[src/rtl/tasl_consts.svh]
// Register offsets, reset values and timing figures of the thermal alert block
`ifndef TASL_CONSTS_SVH
`define TASL_CONSTS_SVH
`define A_CFG1      8'h01
`define A_CFG2      8'h02
`define A_CFG4      8'h04
`define A_FQ        8'h06
`define A_MASK1     8'h08
`define A_MASK2     8'h09
`define A_MASK3     8'h0a
`define A_PCT_LIM   8'h19
`define A_HYS       8'h1a
`define A_RATE      8'h22
`define A_ONTIME    8'h4e
`define A_STAT1     8'h4f
`define A_STAT2     8'h50
`define A_STAT3     8'h51
`define CFG1_BITS   8'h0c
`define CFG1_COMP   3
`define CFG1_TIN    2
`define CFG2_BITS   8'h02
`define CFG2_NOBST  1
`define CFG4_BITS   8'hf3
`define CFG4_REF    7
`define FQ_BITS     8'h0f
`define M1_BITS     8'hf8
`define M2_BITS     8'h1c
`define M3_BITS     8'hc0
`define M2_COMP     8'h18
`define S3_ALERT    0
`define PCT_LIM_RST 8'hff
`define HYS_RST     8'h04
`define RATE_RST    8'h07
`define RATE_MAX    8'h0a
`define RATE_NOAVG  8'h08
`define FQ_FULL     3'h4
`define WIN_SEL_MAX 3'h5
`define WIN_SLICES  8'hff
`define WIN_BASE_MS 250
`define CLK_MHZ     200
`endif

[src/rtl/tasl_pkg.sv]
// Types shared by the thermal alert block and its surroundings
package tasl_pkg;
  typedef struct packed {
    logic       rd;
    logic       wr;
    logic [7:0] addr;
    logic [7:0] wdata;
  } tasl_req_t;
  typedef struct packed {
    logic       loc_valid;
    logic       rem_valid;
    logic       local_high_exceeded;
    logic       local_low_exceeded;
    logic       remote_high_exceeded;
    logic       remote_low_exceeded;
    logic       remote_diode_fault;
    logic [1:0] overtemp_pin_over;
    logic [1:0] overtemp_pin_below_hys;
  } tasl_meas_t;
  typedef struct packed {
    logic [7:0] code;
    logic       averaging_en;
  } tasl_rate_t;
  typedef enum logic {TW_IDLE, TW_RUN} tasl_win_t;
endpackage

[src/rtl/tasl_top.sv]
// Alert, status, fault queue, rate and overtemperature pin logic
`timescale 1ns/1ps
`include "tasl_consts.svh"
module tasl_top #(
  parameter int unsigned SLICE_BASE_CYC = `WIN_BASE_MS * `CLK_MHZ * 1000 / 255
) (
  input  wire logic                core_clk,
  input  wire logic                nrst,
  input  wire tasl_pkg::tasl_req_t req,
  output logic [7:0]               reg_rdata,
  input  wire logic                ara_done,
  input  wire tasl_pkg::tasl_meas_t meas,
  input  wire logic                loop_done,
  input  wire logic                fan_one_stalled,
  input  wire logic                fan_alarm_speed,
  input  wire logic                overtemp_pin_in,
  output logic                     overtemp_pin_out,
  output logic                     overtemp_pin_oe_n,
  output logic                     fan_fault_out,
  output logic                     fan_fault_oe_n,
  output logic                     fan_boost,
  output logic                     alert_n,
  output logic [7:0]               overtemp_hysteresis,
  output tasl_pkg::tasl_rate_t     rate_out
);
  import tasl_pkg::*;

  function automatic logic hit(input tasl_req_t r, input logic [7:0] a);
    hit = r.addr == a;
  endfunction

  function automatic logic [2:0] fq_depth(input logic [3:0] f);
    fq_depth = f[3] ? 3'h4 : f[2] ? 3'h3 : f[1] ? 3'h2 : 3'h1;
  endfunction

  function automatic logic [2:0] fq_step(input logic [2:0] c, input logic o);
    fq_step = !o ? 3'h0 : (c == `FQ_FULL) ? c : c + 3'h1;
  endfunction

  // ----------------------------------------
  // Registers
  // ----------------------------------------
  logic [7:0] cfg1, cfg2, cfg4, fq, mask1, mask2, mask3, pct_lim, on_time;
  logic [7:0] stat1, stat2, stat3, rate_req;
  logic [4:0] temp_live;
  logic [2:0] loc_cnt, rem_cnt;
  logic       loc_fill, rem_fill;
  logic       over_state, pct_over;
  tasl_win_t  win_state;
  logic [31:0] slice_cnt, acc_cnt;
  logic [7:0] slice_idx, pct_cnt;
  logic [7:0] rd_mux;

  wire wr = req.wr;
  wire rd = req.rd;
  wire comp_mode = cfg1[`CFG1_COMP];
  wire pin_input = cfg1[`CFG1_TIN];
  wire clr1 = ara_done | (rd & hit(req, `A_STAT1));
  wire clr2 = ara_done | (rd & hit(req, `A_STAT2));
  wire clr3 = ara_done | (rd & hit(req, `A_STAT3));

  wire v_l = meas.loc_valid;
  wire v_r = meas.rem_valid;
  wire [4:0] temp_now = {meas.local_high_exceeded, meas.local_low_exceeded,
                         meas.remote_high_exceeded, meas.remote_low_exceeded,
                         meas.remote_diode_fault};
  wire [4:0] temp_upd = {{2{v_l}}, {3{v_r}}};
  wire [4:0] next_live = (temp_live & ~temp_upd) | (temp_now & temp_upd);
  wire loc_out = |temp_now[4:3];
  wire rem_out = |temp_now[2:0];

  // ----------------------------------------
  // Live conditions and sticky status
  // ----------------------------------------
  wire ts_live = pin_input & ~overtemp_pin_in;
  wire ta_live = over_state;
  wire [7:0] live1 = {next_live, 3'h0};
  wire [7:0] ev1 = {temp_now & temp_upd, 3'h0};
  wire [7:0] live2 = {meas.overtemp_pin_over[0], meas.overtemp_pin_over[1], 1'b0, pct_over,
                      ta_live, ts_live, 2'h0};
  wire [7:0] live3 = {fan_one_stalled, fan_alarm_speed, 6'h0};
  // Set wins over the read-clear; a bit clears only if its cause is gone
  wire [7:0] next_stat1 = (stat1 & ~({8{clr1}} & ~live1)) | ev1;
  wire [7:0] next_stat2 = (stat2 & ~({8{clr2}} & ~live2)) | live2;
  wire [7:0] next_stat3 = (stat3 & ~({8{clr3}} & ~live3)) | live3;

  // ----------------------------------------
  // Fault queues
  // ----------------------------------------
  wire [2:0] depth = fq_depth(fq[3:0]);
  wire [2:0] next_loc = v_l ? fq_step(clr1 ? 3'h0 : loc_cnt, loc_out)
                            : (clr1 ? 3'h0 : loc_cnt);
  wire [2:0] next_rem = v_r ? fq_step(clr1 ? 3'h0 : rem_cnt, rem_out)
                            : (clr1 ? 3'h0 : rem_cnt);

  // ----------------------------------------
  // Queue fill flags
  // ----------------------------------------
  // A full queue stays full until cleared; an in-limit reading alone
  // must not release a latched alert
  wire next_loc_fill = (loc_fill & ~clr1) | (v_l & (next_loc >= depth));
  wire next_rem_fill = (rem_fill & ~clr1) | (v_r & (next_rem >= depth));
  wire loc_full = loc_fill;
  wire rem_full = rem_fill;
  wire [7:0] q_gate = {{2{loc_full}}, {3{rem_full}}, 3'h0};

  // ----------------------------------------
  // Alert
  // ----------------------------------------
  // Queue gating holds the latched alert until a clear drops the fill flag
  wire pend_latch = |(stat1 & ~mask1 & q_gate)
                  | |(stat2 & ~mask2 & `M2_BITS)
                  | |(stat3 & ~mask3 & `M3_BITS);
  wire pend_comp = |(live1 & ~mask1)
                 | |(live2 & ~mask2 & `M2_COMP)
                 | |(live3 & ~mask3 & `M3_BITS);
  wire next_alert_n = ~(comp_mode ? pend_comp : pend_latch);

  // ----------------------------------------
  // Overtemperature pin and fan controls
  // ----------------------------------------
  wire [1:0] chan_en = pin_input ? cfg4[1:0] : 2'h3;
  wire next_over = |(meas.overtemp_pin_over & chan_en) |
                   (over_state & ~&(meas.overtemp_pin_below_hys | ~chan_en));

  // ----------------------------------------
  // Conversion rate
  // ----------------------------------------
  wire rate_ok = req.wdata <= `RATE_MAX;

  // ----------------------------------------
  // Percent on-time window
  // ----------------------------------------
  wire [2:0] sel = (cfg4[6:4] > `WIN_SEL_MAX) ? `WIN_SEL_MAX : cfg4[6:4];
  wire [31:0] slice_len = SLICE_BASE_CYC << sel;
  wire slice_end = slice_cnt == slice_len - 32'h1;
  wire win_end = slice_end & (slice_idx == `WIN_SLICES - 8'h1);
  wire acc_wrap = ~overtemp_pin_in & (acc_cnt == slice_len - 32'h1);
  wire [7:0] next_pct = acc_wrap ? pct_cnt + 8'h1 : pct_cnt;

  always_ff @(posedge core_clk) begin
    if (!nrst) begin
      cfg1 <= 8'h00;
      cfg2 <= 8'h00;
      cfg4 <= 8'h00;
      fq <= 8'h00;
      mask1 <= 8'h00;
      mask2 <= 8'h00;
      mask3 <= 8'h00;
      pct_lim <= `PCT_LIM_RST;
      overtemp_hysteresis <= `HYS_RST;
      rate_req <= `RATE_RST;
    end else if (wr) begin
      // Only implemented bits store; reserved bits stay zero
      if (hit(req, `A_CFG1)) cfg1 <= req.wdata & `CFG1_BITS;
      if (hit(req, `A_CFG2)) cfg2 <= req.wdata & `CFG2_BITS;
      if (hit(req, `A_CFG4)) cfg4 <= req.wdata & `CFG4_BITS;
      if (hit(req, `A_FQ)) fq <= req.wdata & `FQ_BITS;
      if (hit(req, `A_MASK1)) mask1 <= req.wdata & `M1_BITS;
      if (hit(req, `A_MASK2)) mask2 <= req.wdata & `M2_BITS;
      if (hit(req, `A_MASK3)) mask3 <= req.wdata & `M3_BITS;
      if (hit(req, `A_PCT_LIM)) pct_lim <= req.wdata;
      if (hit(req, `A_HYS)) overtemp_hysteresis <= req.wdata;
      if (hit(req, `A_RATE) && rate_ok) rate_req <= req.wdata;
    end
  end

  always_ff @(posedge core_clk) begin
    if (!nrst) begin
      stat1 <= 8'h00;
      stat2 <= 8'h00;
      stat3 <= 8'h00;
      temp_live <= 5'h00;
      loc_cnt <= 3'h0;
      rem_cnt <= 3'h0;
      loc_fill <= 1'b0;
      rem_fill <= 1'b0;
      alert_n <= 1'b1;
    end else begin
      stat1 <= next_stat1;
      stat2 <= next_stat2;
      stat3 <= next_stat3;
      temp_live <= next_live;
      loc_cnt <= next_loc;
      rem_cnt <= next_rem;
      loc_fill <= next_loc_fill;
      rem_fill <= next_rem_fill;
      alert_n <= next_alert_n;
    end
  end

  always_ff @(posedge core_clk) begin
    if (!nrst) begin
      over_state <= 1'b0;
      overtemp_pin_out <= 1'b0;
      overtemp_pin_oe_n <= 1'b1;
      fan_boost <= 1'b0;
      fan_fault_out <= 1'b1;
      fan_fault_oe_n <= 1'b1;
      rate_out <= '{code: `RATE_RST, averaging_en: 1'b1};
    end else begin
      over_state <= next_over;
      overtemp_pin_out <= 1'b0;
      overtemp_pin_oe_n <= ~next_over;
      fan_boost <= next_over & ~cfg2[`CFG2_NOBST];
      fan_fault_out <= 1'b0;
      // In reference mode the pin is an analog input, never driven
      fan_fault_oe_n <= cfg4[`CFG4_REF] | ~fan_one_stalled;
      if (loop_done) begin
        rate_out.code <= rate_req;
        rate_out.averaging_en <= rate_req < `RATE_NOAVG;
      end
    end
  end

  always_ff @(posedge core_clk) begin
    if (!nrst) begin
      win_state <= TW_IDLE;
      slice_cnt <= 32'h0;
      acc_cnt <= 32'h0;
      slice_idx <= 8'h00;
      pct_cnt <= 8'h00;
      on_time <= 8'h00;
      pct_over <= 1'b0;
    end else begin
      case (win_state)
        TW_IDLE: begin
          slice_cnt <= 32'h0;
          acc_cnt <= 32'h0;
          slice_idx <= 8'h00;
          pct_cnt <= 8'h00;
          if (pin_input) begin
            win_state <= TW_RUN;
          end
        end
        TW_RUN: begin
          slice_cnt <= slice_end ? 32'h0 : slice_cnt + 32'h1;
          if (slice_end) begin
            slice_idx <= slice_idx + 8'h1;
          end
          if (acc_wrap) begin
            acc_cnt <= 32'h0;
          end else if (!overtemp_pin_in) begin
            acc_cnt <= acc_cnt + 32'h1;
          end
          pct_cnt <= next_pct;
          // A zero limit trips on the first assertion
          if (ts_live && pct_lim == 8'h00) begin
            pct_over <= 1'b1;
          end
          if (win_end) begin
            on_time <= next_pct;
            pct_over <= next_pct > pct_lim;
            slice_idx <= 8'h00;
            acc_cnt <= 32'h0;
            pct_cnt <= 8'h00;
          end
          if (!pin_input) begin
            win_state <= TW_IDLE;
          end
        end
        default: win_state <= TW_IDLE;
      endcase
    end
  end

  // ----------------------------------------
  // Read data
  // ----------------------------------------
  always_comb begin
    case (req.addr)
      `A_CFG1: rd_mux = cfg1;
      `A_CFG2: rd_mux = cfg2;
      `A_CFG4: rd_mux = cfg4;
      `A_FQ: rd_mux = fq;
      `A_MASK1: rd_mux = mask1;
      `A_MASK2: rd_mux = mask2;
      `A_MASK3: rd_mux = mask3;
      `A_PCT_LIM: rd_mux = pct_lim;
      `A_HYS: rd_mux = overtemp_hysteresis;
      `A_RATE: rd_mux = rate_req;
      `A_ONTIME: rd_mux = on_time;
      `A_STAT1: rd_mux = stat1;
      `A_STAT2: rd_mux = stat2;
      `A_STAT3: rd_mux = stat3 | {7'h00, ~alert_n};
      default: rd_mux = 8'h00;
    endcase
  end

  always_ff @(posedge core_clk) begin
    if (!nrst) begin
      reg_rdata <= 8'h00;
    end else if (rd) begin
      reg_rdata <= rd_mux;
    end
  end
endmodule

[config.mk]
export PLATFORM = sky130hd
export DESIGN_NAME = tasl_top
export DESIGN_NICKNAME = d
export VERILOG_FILES = /design/src/rtl/tasl_pkg.sv /design/src/rtl/tasl_top.sv
export VERILOG_INCLUDE_DIRS = /design/src /design/src/rtl
export SDC_FILE = /design/constraint.sdc
export NUM_CORES = 1
export LEC_CHECK = 0
export BUFFER_PORTS_ARGS = -buffer_cell sky130_fd_sc_hd__buf_2
export CORE_ASPECT_RATIO = 1.4
export CORE_MARGIN = 2
export CORE_UTILIZATION = 48
export CTS_CLUSTER_DIAMETER = 50
export DETAILED_ROUTE_END_ITERATION = 6
export GPL_ROUTABILITY_DRIVEN = 0
export PLACE_DENSITY = 0.76
export SLEW_MARGIN = 20
export SYNTH_ARGS = -nofsm -noshare
export SYNTH_HDL_FRONTEND = slang
export SYNTH_SLANG_ARGS = --single-unit
[constraint.sdc]
create_clock -name core_clk -period 4.1 [get_ports core_clk]
set_input_delay 1.025 -clock core_clk [delete_from_list [all_inputs] [get_ports core_clk]]
set_output_delay 1.025 -clock core_clk [all_outputs]
set_load 0.01 [all_outputs]
== Yosys cells after proc, flatten, opt, wreduce, memory -nomap -nowiden ==
Cells that the tools add are included.

* Memory bits (writable): 0
* Register bits after elaboration: 197
* Memory bits (read-only): 0
* Input bits: 36
* Bits in latches: 0
* Word-level logic and storage cells: 191
* Memories kept: 0
* Output and inout bits: 31

* $mul: 0
* Order comparisons: 6
* Divide/modulo/power cells: 0
* Multiplexer cells: 31
* Shifts and indexed selects: 1
* Bitwise logic cells: 64
* Reduce and logical (&&, ||, !) cells: 27
* Add/subtract/negate cells: 7
* Equality and inequality tests: 21

{| class="wikitable"
|+ Operator list
! cell !! count
|-
| 32-bit 2-to-1 mux || 4
|-
| 32-bit one-hot mux with 2 select lines || 2
|-
| 8-bit one-hot mux with 14 select lines || 1
|-
| 8-bit bitwise AND || 11
|-
| 32-bit by 1-bit adder with 32-bit output, second input constant || 2
|-
| 32-bit == test || 2
|-
| 8-bit inverter || 8
|-
| 8-bit by 7-bit == test with 1-bit output, second input constant || 4
|-
| 8-bit 2-to-1 mux || 4
|-
| 8-bit one-hot mux with 2 select lines || 2
|-
| 18-bit by 3-bit << shifter with 32-bit output, first input constant || 1
|-
| 32-bit by 1-bit subtractor with 32-bit output, second input constant || 1
|-
| 3-bit 2-to-1 mux || 10
|-
| 2-bit AND reduction || 13
|-
| 8-bit by 4-bit == test with 1-bit output, second input constant || 3
|-
| 8-bit OR || 3
|-
| 5-bit bitwise AND || 4
|-
| 8-bit by 1-bit adder with 8-bit output, second input constant || 2
|-
| 8-bit by 3-bit == test with 1-bit output, second input constant || 2
|-
| 8-bit by 5-bit == test with 1-bit output, second input constant || 2
|-
| 8-bit OR reduction || 2
|-
| 1-bit bitwise AND || 12
|-
| 1-bit OR || 11
|-
| 5-bit inverter || 2
|-
| 27 further kinds || 49
|}

== Logic depth before layout (Yosys ltp) ==
Gate-level depths: netlist (run 1).

* Depth after elaboration: 11
* Mapped depth: 19

== Least setup slack after synthesis (run 1) ==
Ideal clock, no wire load.

* Path type: input to register
* Start: input port req[13] (netlist bit)
* End: register rem_fill
* Arrival time: 3.777 ns
* Stages: 16
* Path buffers: 1
* Setup time: 0.132 ns
* Slack: 0.191 ns
* Cell sequence: nor3b_1 > nand4b_1 > nor2_1 > a21oi_1 > clkbuf_1 > nand2_1 > ha_1 > a21oi_1 > o211ai_1 > a21boi_0 > ha_1 > nand2b_1 > a21oi_1 > nor2b_1 > o21ai_0 > a21oi_1

* Word-level cells in the longest chain between the ends: 11
* Elaborated cells between the ends (all ways): 14
* Those cells by class: 1 x add/sub; 1 x order compare; 2 x eq/ne; 4 x mux; 6 x bitwise

{| class="wikitable"
|+ Ends and longest elaborated chain
! what !! RTL line !! RTL
|-
| start, declared || tasl_top.sv:9 || <nowiki>input wire tasl_pkg::tasl_req_t req,</nowiki>
|-
| 8-bit by 7-bit == test with 1-bit output (*) || tasl_top.sv:29 || <nowiki>hit = r.addr == a;</nowiki>
|-
| 1-bit bitwise AND (*) || tasl_top.sv:58 || <nowiki>wire clr1 = ara_done | (rd & hit(req, `A_STAT1));</nowiki>
|-
| 1-bit OR (*) || tasl_top.sv:58 ||
|-
| 3-bit 2-to-1 mux || tasl_top.sv:93, tasl_top.sv:94 ||
|-
| 3-bit by 1-bit adder with 3-bit output / 3-bit == test (equally long branches) || n/a ||
|-
| 3-bit 2-to-1 mux (2 in series) || tasl_top.sv:37 || <nowiki>fq_step = !o ? 3'h0 : (c == `FQ_FULL) ? c : c + 3'h1;</nowiki>
|-
| 3-bit 2-to-1 mux || tasl_top.sv:93 || <nowiki>wire [2:0] next_rem = v_r ? fq_step(clr1 ? 3'h0 : rem_cnt, rem_out)</nowiki>
|-
| 3-bit >= comparator || tasl_top.sv:102 || <nowiki>wire next_rem_fill = (rem_fill & ~clr1) | (v_r & (next_rem >= depth));</nowiki>
|-
| 1-bit bitwise AND || tasl_top.sv:102 ||
|-
| 1-bit OR (*) || tasl_top.sv:102 ||
|-
| end signal, assigned || tasl_top.sv:187 || <nowiki>rem_fill <= next_rem_fill;</nowiki>
|-
| end, declared || tasl_top.sv:47 || <nowiki>logic loc_fill, rem_fill;</nowiki>
|}

Mark *: on every way between the ends. The rest lies on a longest branch, timed or not.
A chain may end at the register's enable or synchronous reset.

== Final worst setup path (run 1) ==
* Start: register cfg4[4]
* End: register pct_over

* Word-level cells in the longest chain between the ends: 9
* Elaborated cells between the ends (all ways): 13
* Those cells by class: 1 x add/sub; 2 x order compare; 2 x eq/ne; 1 x shift; 3 x mux; 2 x bitwise; 2 x reduce/logical

{| class="wikitable"
|+ Ends and longest elaborated chain
! what !! RTL line !! RTL
|-
| start, declared || tasl_top.sv:43 || <nowiki>logic [7:0] cfg1, cfg2, cfg4, fq, mask1, mask2, mask3, pct_lim, on_time;</nowiki>
|-
| start signal, assigned || tasl_top.sv:157 || <nowiki>if (hit(req, `A_CFG4)) cfg4 <= req.wdata & `CFG4_BITS;</nowiki>
|-
| 3-bit greater-than comparator (no line) || n/a ||
|-
| 3-bit 2-to-1 mux (*) || tasl_top.sv:134 || <nowiki>wire [2:0] sel = (cfg4[6:4] > `WIN_SEL_MAX) ? `WIN_SEL_MAX : cfg4[6:4];</nowiki>
|-
| 18-bit by 3-bit << shifter with 32-bit output (*) || tasl_top.sv:135 || <nowiki>wire [31:0] slice_len = SLICE_BASE_CYC << sel;</nowiki>
|-
| 32-bit by 1-bit subtractor with 32-bit output (*) || tasl_top.sv:138 || <nowiki>wire acc_wrap = ~overtemp_pin_in & (acc_cnt == slice_len - 32'h1);</nowiki>
|-
| 32-bit == test (*) || tasl_top.sv:138 ||
|-
| 1-bit bitwise AND (*) || tasl_top.sv:138 ||
|-
| 8-bit 2-to-1 mux (*) || tasl_top.sv:139 || <nowiki>wire [7:0] next_pct = acc_wrap ? pct_cnt + 8'h1 : pct_cnt;</nowiki>
|-
| net next_pct[2] || tasl_top.sv:139 ||
|-
| 8-bit greater-than comparator (*) || tasl_top.sv:253 || <nowiki>pct_over <= next_pct > pct_lim;</nowiki>
|-
| 1-bit 2-to-1 mux (*) || tasl_top.sv:251 || <nowiki>if (win_end) begin</nowiki>
|-
| end signal, assigned || tasl_top.sv:253 ||
|-
| end, declared || tasl_top.sv:48 || <nowiki>logic over_state, pct_over;</nowiki>
|}

Mark *: on every way through the listed nets, which the timed path passes. The rest lies on a longest branch.

==> flow_metrics.tcl, run 1 <==
set metrics [dict create \
    status "finished clean" \
    routed-via-count 9741 \
    grt_max_degree 74 \
    yosysUniqueCellTypes 71 \
    holdWs_ps 467 \
    synth-seq-cells 197 \
    power_frac_seq_pct 50.4 \
    wl_per_cell_um 17.9 \
    cts_buffers 17 \
    use_met3_pct 4.64 \
    hold_path_class "reg -> reg" \
    overflow 0 \
    postCtsHoldBufs 0 \
    swShare_pct 25.1 \
    clkPwrFrac_pct 45.3 \
    drv_cap 0 \
    viasPerCell 6.14 \
    drive_gt1_share_pct 10.6 \
    nets 1373 \
    yosysWarnings 0 \
    cp-start-kind "register" \
    min_period_over_period_pct 88.0 \
    synth_enable_flop_cells 0 \
    hold_violations 0 \
    end_kind "register" \
    p_leak_nw 4.11 \
    max_freq_mhz 277 \
    clock_path_buffers 2 \
    pwr-share-comb_pct 4.3 \
    multi_input_area_mm2 0.00571 \
    port_buffers 65 \
    setup_violations 0 \
    die_h_um 176 \
    busiest_layer "met2" \
    power_density_mw_per_mm2 339 \
    die_area_mm2 0.0224 \
    ant_nets 0 \
    syn_area_per_cell_um2 7.95 \
    rsz0062_at_grt "no" \
    drt-total-wl_um 28400 \
    cts_tree "built" \
    worst_ep_arrival_time_ps 3900 \
    path_clk_slew_ps 70 \
    dieWidth_um 127 \
    h-tree-depth 4 \
    dr.first_iter.drc_count 918 \
    synth_area_mm2 0.0102 \
    power_switching_w 0.000967 \
    slew_headroom_pct 40.8 \
    num_io_pins 67 \
    n_antenna_cell 0 \
    ctsResizeCount 0 \
    power.internal_w 0.00288 \
    slew_violations 0 \
    grt_pass1_vias 9127 \
    critical_path_class "reg -> reg" \
    clkLatencyLatePin_ps 450 \
    synthArstFlopShare_pct 0 \
    grt_pass1_wl_um 46300 \
    grt_antenna_before_repair 0 \
    dpl.hpwl_um 20400 \
    power.total_w 0.00385 \
    rows 63 \
    postCtsSetupBuffers 0 \
    initial_core_util_pct 48.4 \
    syn-num-nets 1337 \
    drcViolationCount 0 \
    path_max_fanout 16 \
    tightest_slew_ps 880 \
    yosysSeqAreaShare_pct 38.8 \
    cts_root_buf "clkbuf_16" \
    nFillCells 1983 \
    track_usage_pct 25.6 \
    clock_skew_ps 14.7 \
    fin_tns_setup_ps 0 \
    reg2reg_slack_ps 490 \
    firstDrtPassIters 6 \
    grt.met1_usage_pct 31.0 \
    synth_ff_type "dfxtp_1" \
    finalCriticalPeriod_ps 3610 \
    syn_to_final_growth_pct 11.6 \
    grtUsageMet2_pct 43.1 \
    cts.sinks 197 \
    seq_area_mm2 0.00395 \
    required_ps 4390 \
    vdd_drop_max_v 0.000303 \
    syn_inst 1278 \
    core-area_mm2 0.0210 \
]
-- path summary, 6_finish.rpt --
path                startpoint      endpoint  cells past startpoint
setup / recovery       cfg4[4]      pct_over                     16
hold reg to reg   reg_rdata[0]  reg_rdata[0]                      2
setup reg to reg       cfg4[4]      pct_over                     16
hold / removal    reg_rdata[0]  reg_rdata[0]                      2
-- cell usage in the layout, fill, tap and decap left out, drive strengths merged, types with 16 or more instances in the layout --
cell	Yosys	routed
nor3	28	28
nor2	123	123
mux2i	16	16
o21ai	39	39
dfxtp	197	197
or3	16	16
o211ai	19	19
nand3	79	79
ha	23	23
a21oi	116	116
a31oi	18	18
xor2	19	19
nand4	16	16
inv	53	61
nor2b	31	31
and3	26	26
buf	15	93
nand2b	25	25
nand2	133	133
xnor2	28	28
clkbuf	61	18
-- routing by layer --
layer,up-vias,wire [µm],part of all wire (%)
met5,-,0,0
met4,0,1610,5.7
met3,106,1950,6.9
met2,414,13500,47
met1,4549,11300,40
li1,4672,-,-
-- logic make-up after synthesis --
group / count (synthesis) / share of synthesized area, %
AOI/OAI and AO/OA: 306 / 19.5
xor gates and xnor gates: 47 / 4.05
adders and majority gates: 23 / 2.83
buffers and inverters: 129 / 4.99
DFF: 197 / 38.8
muxes: 17 / 1.69
other: 1 / 0.0369
and+or+nand+nor: 558 / 28.0
-- metrics by stage --
step           setup WS, ps  utilization [%]  instances  cell area, µm²
2_1_floorplan           191                -       1278           10200
3_3_place_gp            208             51.1       1555           10700
3_5_place_dp            175             51.1       1555           10700
4_1_cts                 330             54.0       1587           11300
5_1_grt                 181             54.1       1587           11300
6_report                491             54.1       1587           11300
-- layout make-up --
type,count,share of cell area (%)
Timing Repair Buffer,93,4.73
Clock buffer,18,3.88
Clock inverter,14,1.61
Inverter,53,1.76
Multi-Input combinational cell,952,50.3
Tap cell,260,2.87
Sequential cell,197,34.8
-- registers in the layout, indices dropped and copies added, names as in the netlist, 2 cells and up --
name and cells:
acc_cnt 32, slice_idx 8, stat3 8, mask2 3
overtemp_hysteresis 8, fq 4, pct_lim 8, temp_live 5
cfg1 2, stat1 8, rem_cnt 3, slice_cnt 32
rate_req 8, rate_out 9, pct_cnt 8, stat2 8
on_time 8, cfg4 6, mask3 2, loc_cnt 3
mask1 5, reg_rdata 8
-- cell usage after synthesis (18+ instances only) --
cell	number	area, µm²
nor2_1	122	458
xor2_1	19	166
and3_1	26	163
a21oi_1	116	581
a31oi_1	18	113
dfxtp_1	197	3940
nor3_1	26	130
nand3_1	79	395
o211ai_1	19	143
ha_1	23	288
xnor2_1	28	245
nand2b_1	25	156
nand2_1	133	499
o21ai_0	39	195
nor2b_1	31	194
inv_1	52	195
clkbuf_1	61	229
-- worst max-delay path, cell delays in order (launching register included) --
cell and delay [ps]:
dfxtp_2 540, nand2b_1 110, or4_1 440, a221oi_1 330, o2111ai_1 180, nor4b_2 410
nand2_1 110, xor2_1 240, inv_1 80, ha_1 290, o21a_1 100, o21ai_0 150
nand2b_1 80, a21oi_1 130, o21ai_0 90, a21oi_1 130, a211oi_1 70
-- power groups by stage --
stage / registers (W) / logic [W] / clock network, W
after global placement: 0.00199 / 0.000158 / 0
after floorplan: 0.00198 / 0.0000903 / 0
after detailed placement: 0.00199 / 0.000161 / 0
final: 0.00194 / 0.000164 / 0.00174
after global routing: 0.00194 / 0.000179 / 0.00185
after CTS: 0.00194 / 0.000162 / 0.00177
Note: power is estimated with default switching activity, not from simulation.
==> inputs of run 2 (changes only) <==
==> constraint.sdc (replaced) <==
create_clock -name core_clk -period 4.1 [get_ports core_clk]
set_input_delay 0.615 -clock core_clk [delete_from_list [all_inputs] [get_ports core_clk]]
set_output_delay 0.615 -clock core_clk [all_outputs]
set_load 0.01 [all_outputs]
==> run 2 against run 1 <==
Cell area decreased by 0.63%. Clock power decreased by 3%. Register-to-register slack got worse by 70 ps. Core utilization decreased by 0.34 points. Clock skew increased by 1.1 ps. The flow now finishes with violations (DRC). Worst hold slack got worse by 57 ps. Wire length increased by 0.86%. Sequential share of layout area increased by 0.21 points. Maximum frequency decreased by 1.8%. Global-route usage increased by 0.30 points.
==> flow_metrics.tcl, run 2 (synthesized netlist as in run 1, its figures left out) <==
set metrics [dict create \
    status "complete, but fails checks" \
    violations "DRC" \
    endpoint "pct_over" \
    postCtsSetupBuffers 0 \
    clock_path_buffers 2 \
    firstDrtPassIters 7 \
    drcViolationCount 29 \
    path_clk_slew_ps 80 \
    dieWidth_um 127 \
    tightest_slew_ps 854 \
    power.total_w 0.00379 \
    end_kind "register" \
    rr_worst_depth 15 \
    dpl.hpwl_um 20300 \
    min_period_over_period_pct 89.7 \
    required_ps 4400 \
    slew_headroom_pct 43.1 \
    fin_tns_setup_ps 0 \
    n_antenna_cell 0 \
    p_leak_nw 4.07 \
    vdd_drop_max_v 0.000311 \
    rr_endpoint "pct_over" \
    dr.first_iter.drc_count 876 \
    reg_top3 "acc_cnt: 32 flops, slice_cnt: 32 flops, rate_out: 9 flops" \
    clock_skew_ps 15.8 \
    port_buffers 65 \
    grt_pass1_vias 9155 \
    reg2reg_slack_ps 420 \
    crit_start "cfg4[5]" \
    dpl_cell_area_mm2 0.0107 \
    utilization_pct 53.7 \
    overflow 0 \
    postCtsHoldBufs 0 \
    cts_root_buf "clkbuf_16" \
    grt_pass1_wl_um 46900 \
    h-tree-depth 4 \
    drive_gt1_share_pct 10.1 \
    hold_violations 0 \
    critical_path_class "reg -> reg" \
    max_freq_mhz 272 \
    die_h_um 176 \
    viasPerCell 6.21 \
    grt_max_degree 74 \
    hold_path_class "in -> reg" \
    finalCriticalPeriod_ps 3680 \
    core-area_mm2 0.0210 \
    cp-start-kind "register" \
    num_io_pins 67 \
    worst_ep_arrival_time_ps 3980 \
    syn_to_final_growth_pct 10.9 \
    routed-via-count 9825 \
    ant_nets 0 \
    drt-total-wl_um 28600 \
    die_area_mm2 0.0224 \
    slew_violations 0 \
    drv_cap 0 \
    cts.sinks 197 \
    final_common_cell "dfxtp_1" \
    path_max_fanout 21 \
    rows 63 \
    wl_per_cell_um 18.1 \
    layout_common_cells "dfxtp_1, nand2_1, nor2_1" \
    final_area_mm2 0.0113 \
    setup_violations 0 \
    rsz0062_at_grt "no" \
    grt_antenna_before_repair 0 \
    power_density_mw_per_mm2 336 \
    cts_tree "built" \
    initial_core_util_pct 48.4 \
    r2r-start "cfg4[5]" \
    nets 1368 \
    track_usage_pct 25.9 \
    clkLatencyLatePin_ps 450 \
    cts_buffers 17 \
]
[run 2: cell types whose count changed in the layout (fill, tap and decap cells not counted)]
cell        before  now
bufinv_16        1    0
clkinv_4         0    1
buf_4           28   23
inv_8            4    3
clkinv_8         4    2
inv_6            4    5
inv_12           0    1
dfxtp_1        195  196
clkinvlp_4       1    2
dfxtp_2          2    1
[run 2: layer usage]
metal / wire length (µm) / share of wire [%] / GRT usage [%]
met1: 11500 / 40 / 31.8
met5: 0 / 0 / 0
met2: 13600 / 47 / 43.3
met3: 1990 / 6.9 / 4.73
met4: 1560 / 5.4 / 13.5
[run 2: power breakdown]
group / switching (W) / leakage [nW] / internal (W)
clock: 0.000850 / 0.283 / 0.000835
combinational: 0.000111 / 2.19 / 0.0000510
sequential: 0.0000126 / 1.59 / 0.00193
[run 2: how the worst min path moves through the flow]
stage                               start             end  cells after the start
after floorplan                   cfg2[1]       fan_boost                      1
after global placement        rate_out[2]     rate_out[2]                      2
after detailed placement      rate_out[2]     rate_out[2]                      2
after CTS                 fan_one_stalled  fan_fault_oe_n                      2
after global routing      fan_one_stalled  fan_fault_oe_n                      2
final                     fan_one_stalled  fan_fault_oe_n                      2
[run 2: critical path: stages (launching register included)]
cell,delay (ps)
dfxtp_1,520
nand2b_1,270
or4_1,430
a221oi_1,320
o2111ai_1,180
nor4b_2,350
buf_4,220
nand4_1,130
xnor2_1,250
ha_1,290
o21ai_0,80
nand2b_1,80
a21oi_1,140
o21ai_0,90
a21oi_1,130
a211oi_1,70
[run 2: cell type report]
cell class	instances	area, µm²
fillers	1998	9710
inverters	53	199
flip-flops and latches	197	3950
well taps	260	325
multi-input cells	952	5710
repair buffers	88	498
clock buffers	18	439
clock inverters	14	150
[run 2: what timing repair did]
item / 4_1_cts / 5_1_grt
endpoints found under the setup margin: 0 / 1
gates resized for setup: 0 / 1
hold endpoints to repair: 0 / 0
[run 2: per-stage QoR]
stage | std cells | setup WS, ps | hold slack [ps]
5_1_grt | 1582 | 30.1 | 406
6_report | 1582 | 423 | 410
3_3_place_gp | 1550 | 532 | 453
4_1_cts | 1582 | 434 | 400
3_5_place_dp | 1550 | 452 | 454
2_1_floorplan | 1278 | 478 | 411
==> inputs of run 3 (changes only) <==
--- a/config.mk
+++ b/config.mk
@@ -6,14 +6,14 @@
 export SDC_FILE = /design/constraint.sdc
 export NUM_CORES = 1
 export LEC_CHECK = 0
-export BUFFER_PORTS_ARGS = -buffer_cell sky130_fd_sc_hd__buf_2
+export BUFFER_PORTS_ARGS = -buffer_cell sky130_fd_sc_hd__clkbuf_2
 export CORE_ASPECT_RATIO = 1.4
 export CORE_MARGIN = 2
-export CORE_UTILIZATION = 48
+export CORE_UTILIZATION = 30
 export CTS_CLUSTER_DIAMETER = 50
 export DETAILED_ROUTE_END_ITERATION = 6
 export GPL_ROUTABILITY_DRIVEN = 0
-export PLACE_DENSITY = 0.76
+export PLACE_DENSITY = 0.55
 export SLEW_MARGIN = 20
 export SYNTH_ARGS = -nofsm -noshare
 export SYNTH_HDL_FRONTEND = slang
==> run 3 against run 2 <==
The flow still finishes with violations (DRC). Sequential power barely moved. Die area rose by 58%. Critical path depth rose by 1. Maximum frequency rose by 2.6%. Largest cell class unchanged. Critical endpoint unchanged. Total power rose by 2.1%. Worst hold slack improved by 9.4 ps. Core utilization fell by 19 points.
==> flow_metrics.tcl, run 3 (synthesized netlist as in run 1, its figures left out) <==
set metrics [dict create \
    status "complete, but fails checks" \
    violations "DRC" \
    end_kind "register" \
    overflow 0 \
    clock_path_buffers 2 \
    finalCriticalPeriod_ps 3580 \
    nFillCells 3506 \
    cpPeakStageDelay_ps 460 \
    worst_ep_arrival_time_ps 3900 \
    p_leak_nw 4.11 \
    slew_headroom_pct 37.4 \
    required_ps 4420 \
    seq_area_mm2 0.00395 \
    grt_antenna_before_repair 0 \
    track_usage_pct 18.5 \
    rows 79 \
    port_buffers 65 \
    fin_tns_setup_ps 0 \
    multi_input_area_mm2 0.00571 \
    die_area_mm2 0.0354 \
    power_density_mw_per_mm2 334 \
    grt_pass1_vias 9395 \
    cts_buffers 17 \
    drive_gt1_share_pct 10.8 \
    drt-total-wl_um 33000 \
    cts_tree "built" \
    setup_violations 0 \
    slew_violations 0 \
    rsz0062_at_grt "no" \
    vdd_drop_max_v 0.000254 \
    dpl_cell_area_mm2 0.0110 \
    dpl.hpwl_um 24600 \
    cpLargestDelayFamily "simple AND/OR/NAND/NOR gates" \
    max_freq_mhz 279 \
    n_antenna_cell 0 \
    grt_pass1_wl_um 52100 \
    reg_top3 "acc_cnt: 32 flops, slice_cnt: 32 flops, rate_out: 9 flops" \
    min_period_over_period_pct 87.4 \
    dieWidth_um 160 \
    place_ws_ps 323 \
    hold_path_class "in -> reg" \
    busiest_layer "met2" \
    path_max_fanout 16 \
    critical_path.cell_chain "nand2b_1, or4_1, a221oi_2, o2111ai_1, nor4b_2, nand2_1, xor2_1, inv_1, ha_1, o21a_1, o21ai_0, nand2b_1, a21oi_1, o21ai_0, a21oi_1, a211oi_1" \
    crit_buf_inv 1 \
    nets 1374 \
    initial_core_util_pct 30.5 \
    die_h_um 222 \
    cts_root_buf "clkbuf_16" \
    firstDrtPassIters 7 \
    final_common_cell "dfxtp_1" \
    final_area_mm2 0.0116 \
    finalWorstSetupSlack_ps 517 \
    hold_violations 0 \
    cp-start-kind "register" \
    use_met3_pct 3.25 \
    layout_common_cells "dfxtp_1, nand2_1, nor2_1" \
    drcViolationCount 6 \
    grt_max_degree 57 \
    postCtsHoldBufs 0 \
    clkLatencyLatePin_ps 450 \
    syn_to_final_growth_pct 14.1 \
    cts.sinks 197 \
    path_clk_slew_ps 80 \
    num_io_pins 67 \
    ant_nets 0 \
    grtUsageMet2_pct 33.8 \
    postCtsSetupBuffers 0 \
    critical_path_class "reg -> reg" \
    h-tree-depth 4 \
    dr.first_iter.drc_count 616 \
    clock_skew_ps 14.2 \
    wl_per_cell_um 18.6 \
    core-area_mm2 0.0333 \
    tightest_slew_ps 936 \
    routed-via-count 9700 \
    grt.met1_usage_pct 20.4 \
    viasPerCell 5.47 \
    cpMaxStageDelayCell "or4_1" \
    drv_cap 0 \
]
-- run 3: cell types whose count changed in the layout (fill, tap and decap cells not counted), sizes merged --
cell,previous run,this run
clkbuf,18,82
buf,88,29
clkinv,3,5
inv,62,60
bufinv,0,1
-- run 3: layer usage --
metal	up-vias	part of all wire, %
met5	-	0
met4	0	4.5
met3	80	4.6
met2	271	52
met1	4682	39
li1	4667	-
-- run 3: repair_timing --
item                                    CTS  global route
endpoints found under the hold margin     0             0
endpoints found under the setup margin    0             1
gates resized for setup                   0             4
-- run 3: worst register-to-register path, cell delays in order, from the launching register on --
cell       delay [ps]
dfxtp_2           430
nand2b_1          200
or4_1             460
a221oi_2          300
o2111ai_1         180
nor4b_2           410
nand2_1           110
xor2_1            230
inv_1              80
ha_1              300
o21a_1            110
o21ai_0           160
nand2b_1           70
a21oi_1           130
o21ai_0            80
a21oi_1           130
a211oi_1           70
-- run 3: power breakdown --
group | total, W | switching (W) | internal, W
registers | 0.00194 | 0.0000133 | 0.00193
clock network | 0.00175 | 0.000873 | 0.000880
logic | 0.000170 | 0.000118 | 0.0000521
-- run 3: per-stage QoR --
step | std cells | total power, W | hold WS [ps] | util [%]
6_report | 1773 | 0.00387 | 419 | 34.8
2_1_floorplan | 1278 | 0.00207 | 411 | -
3_5_place_dp | 1741 | 0.00216 | 456 | 32.9
5_1_grt | 1773 | 0.00400 | 424 | 34.8
3_3_place_gp | 1741 | 0.00215 | 445 | 32.9
4_1_cts | 1773 | 0.00391 | 402 | 34.8
-- run 3: worst paths after layout --
check / from / to / slack [ps] / cells after the start
worst max register to register: cfg4[5] / pct_over / 520 / 16
worst min-delay path: fan_alarm_speed / stat3[6] / 420 / 3
worst max-delay path: cfg4[5] / pct_over / 520 / 16
worst min register to register: reg_rdata[0] / reg_rdata[0] / 470 / 2
-- run 3: layout make-up --
type / instances / share of cell area [%]
multi-input combinational: 952 / 49.3
timing repair buffer: 94 / 4.79
tap: 445 / 4.81
clock inverter: 15 / 1.64
sequential: 197 / 34.1
inverter: 53 / 1.72
clock buffer: 17 / 3.67
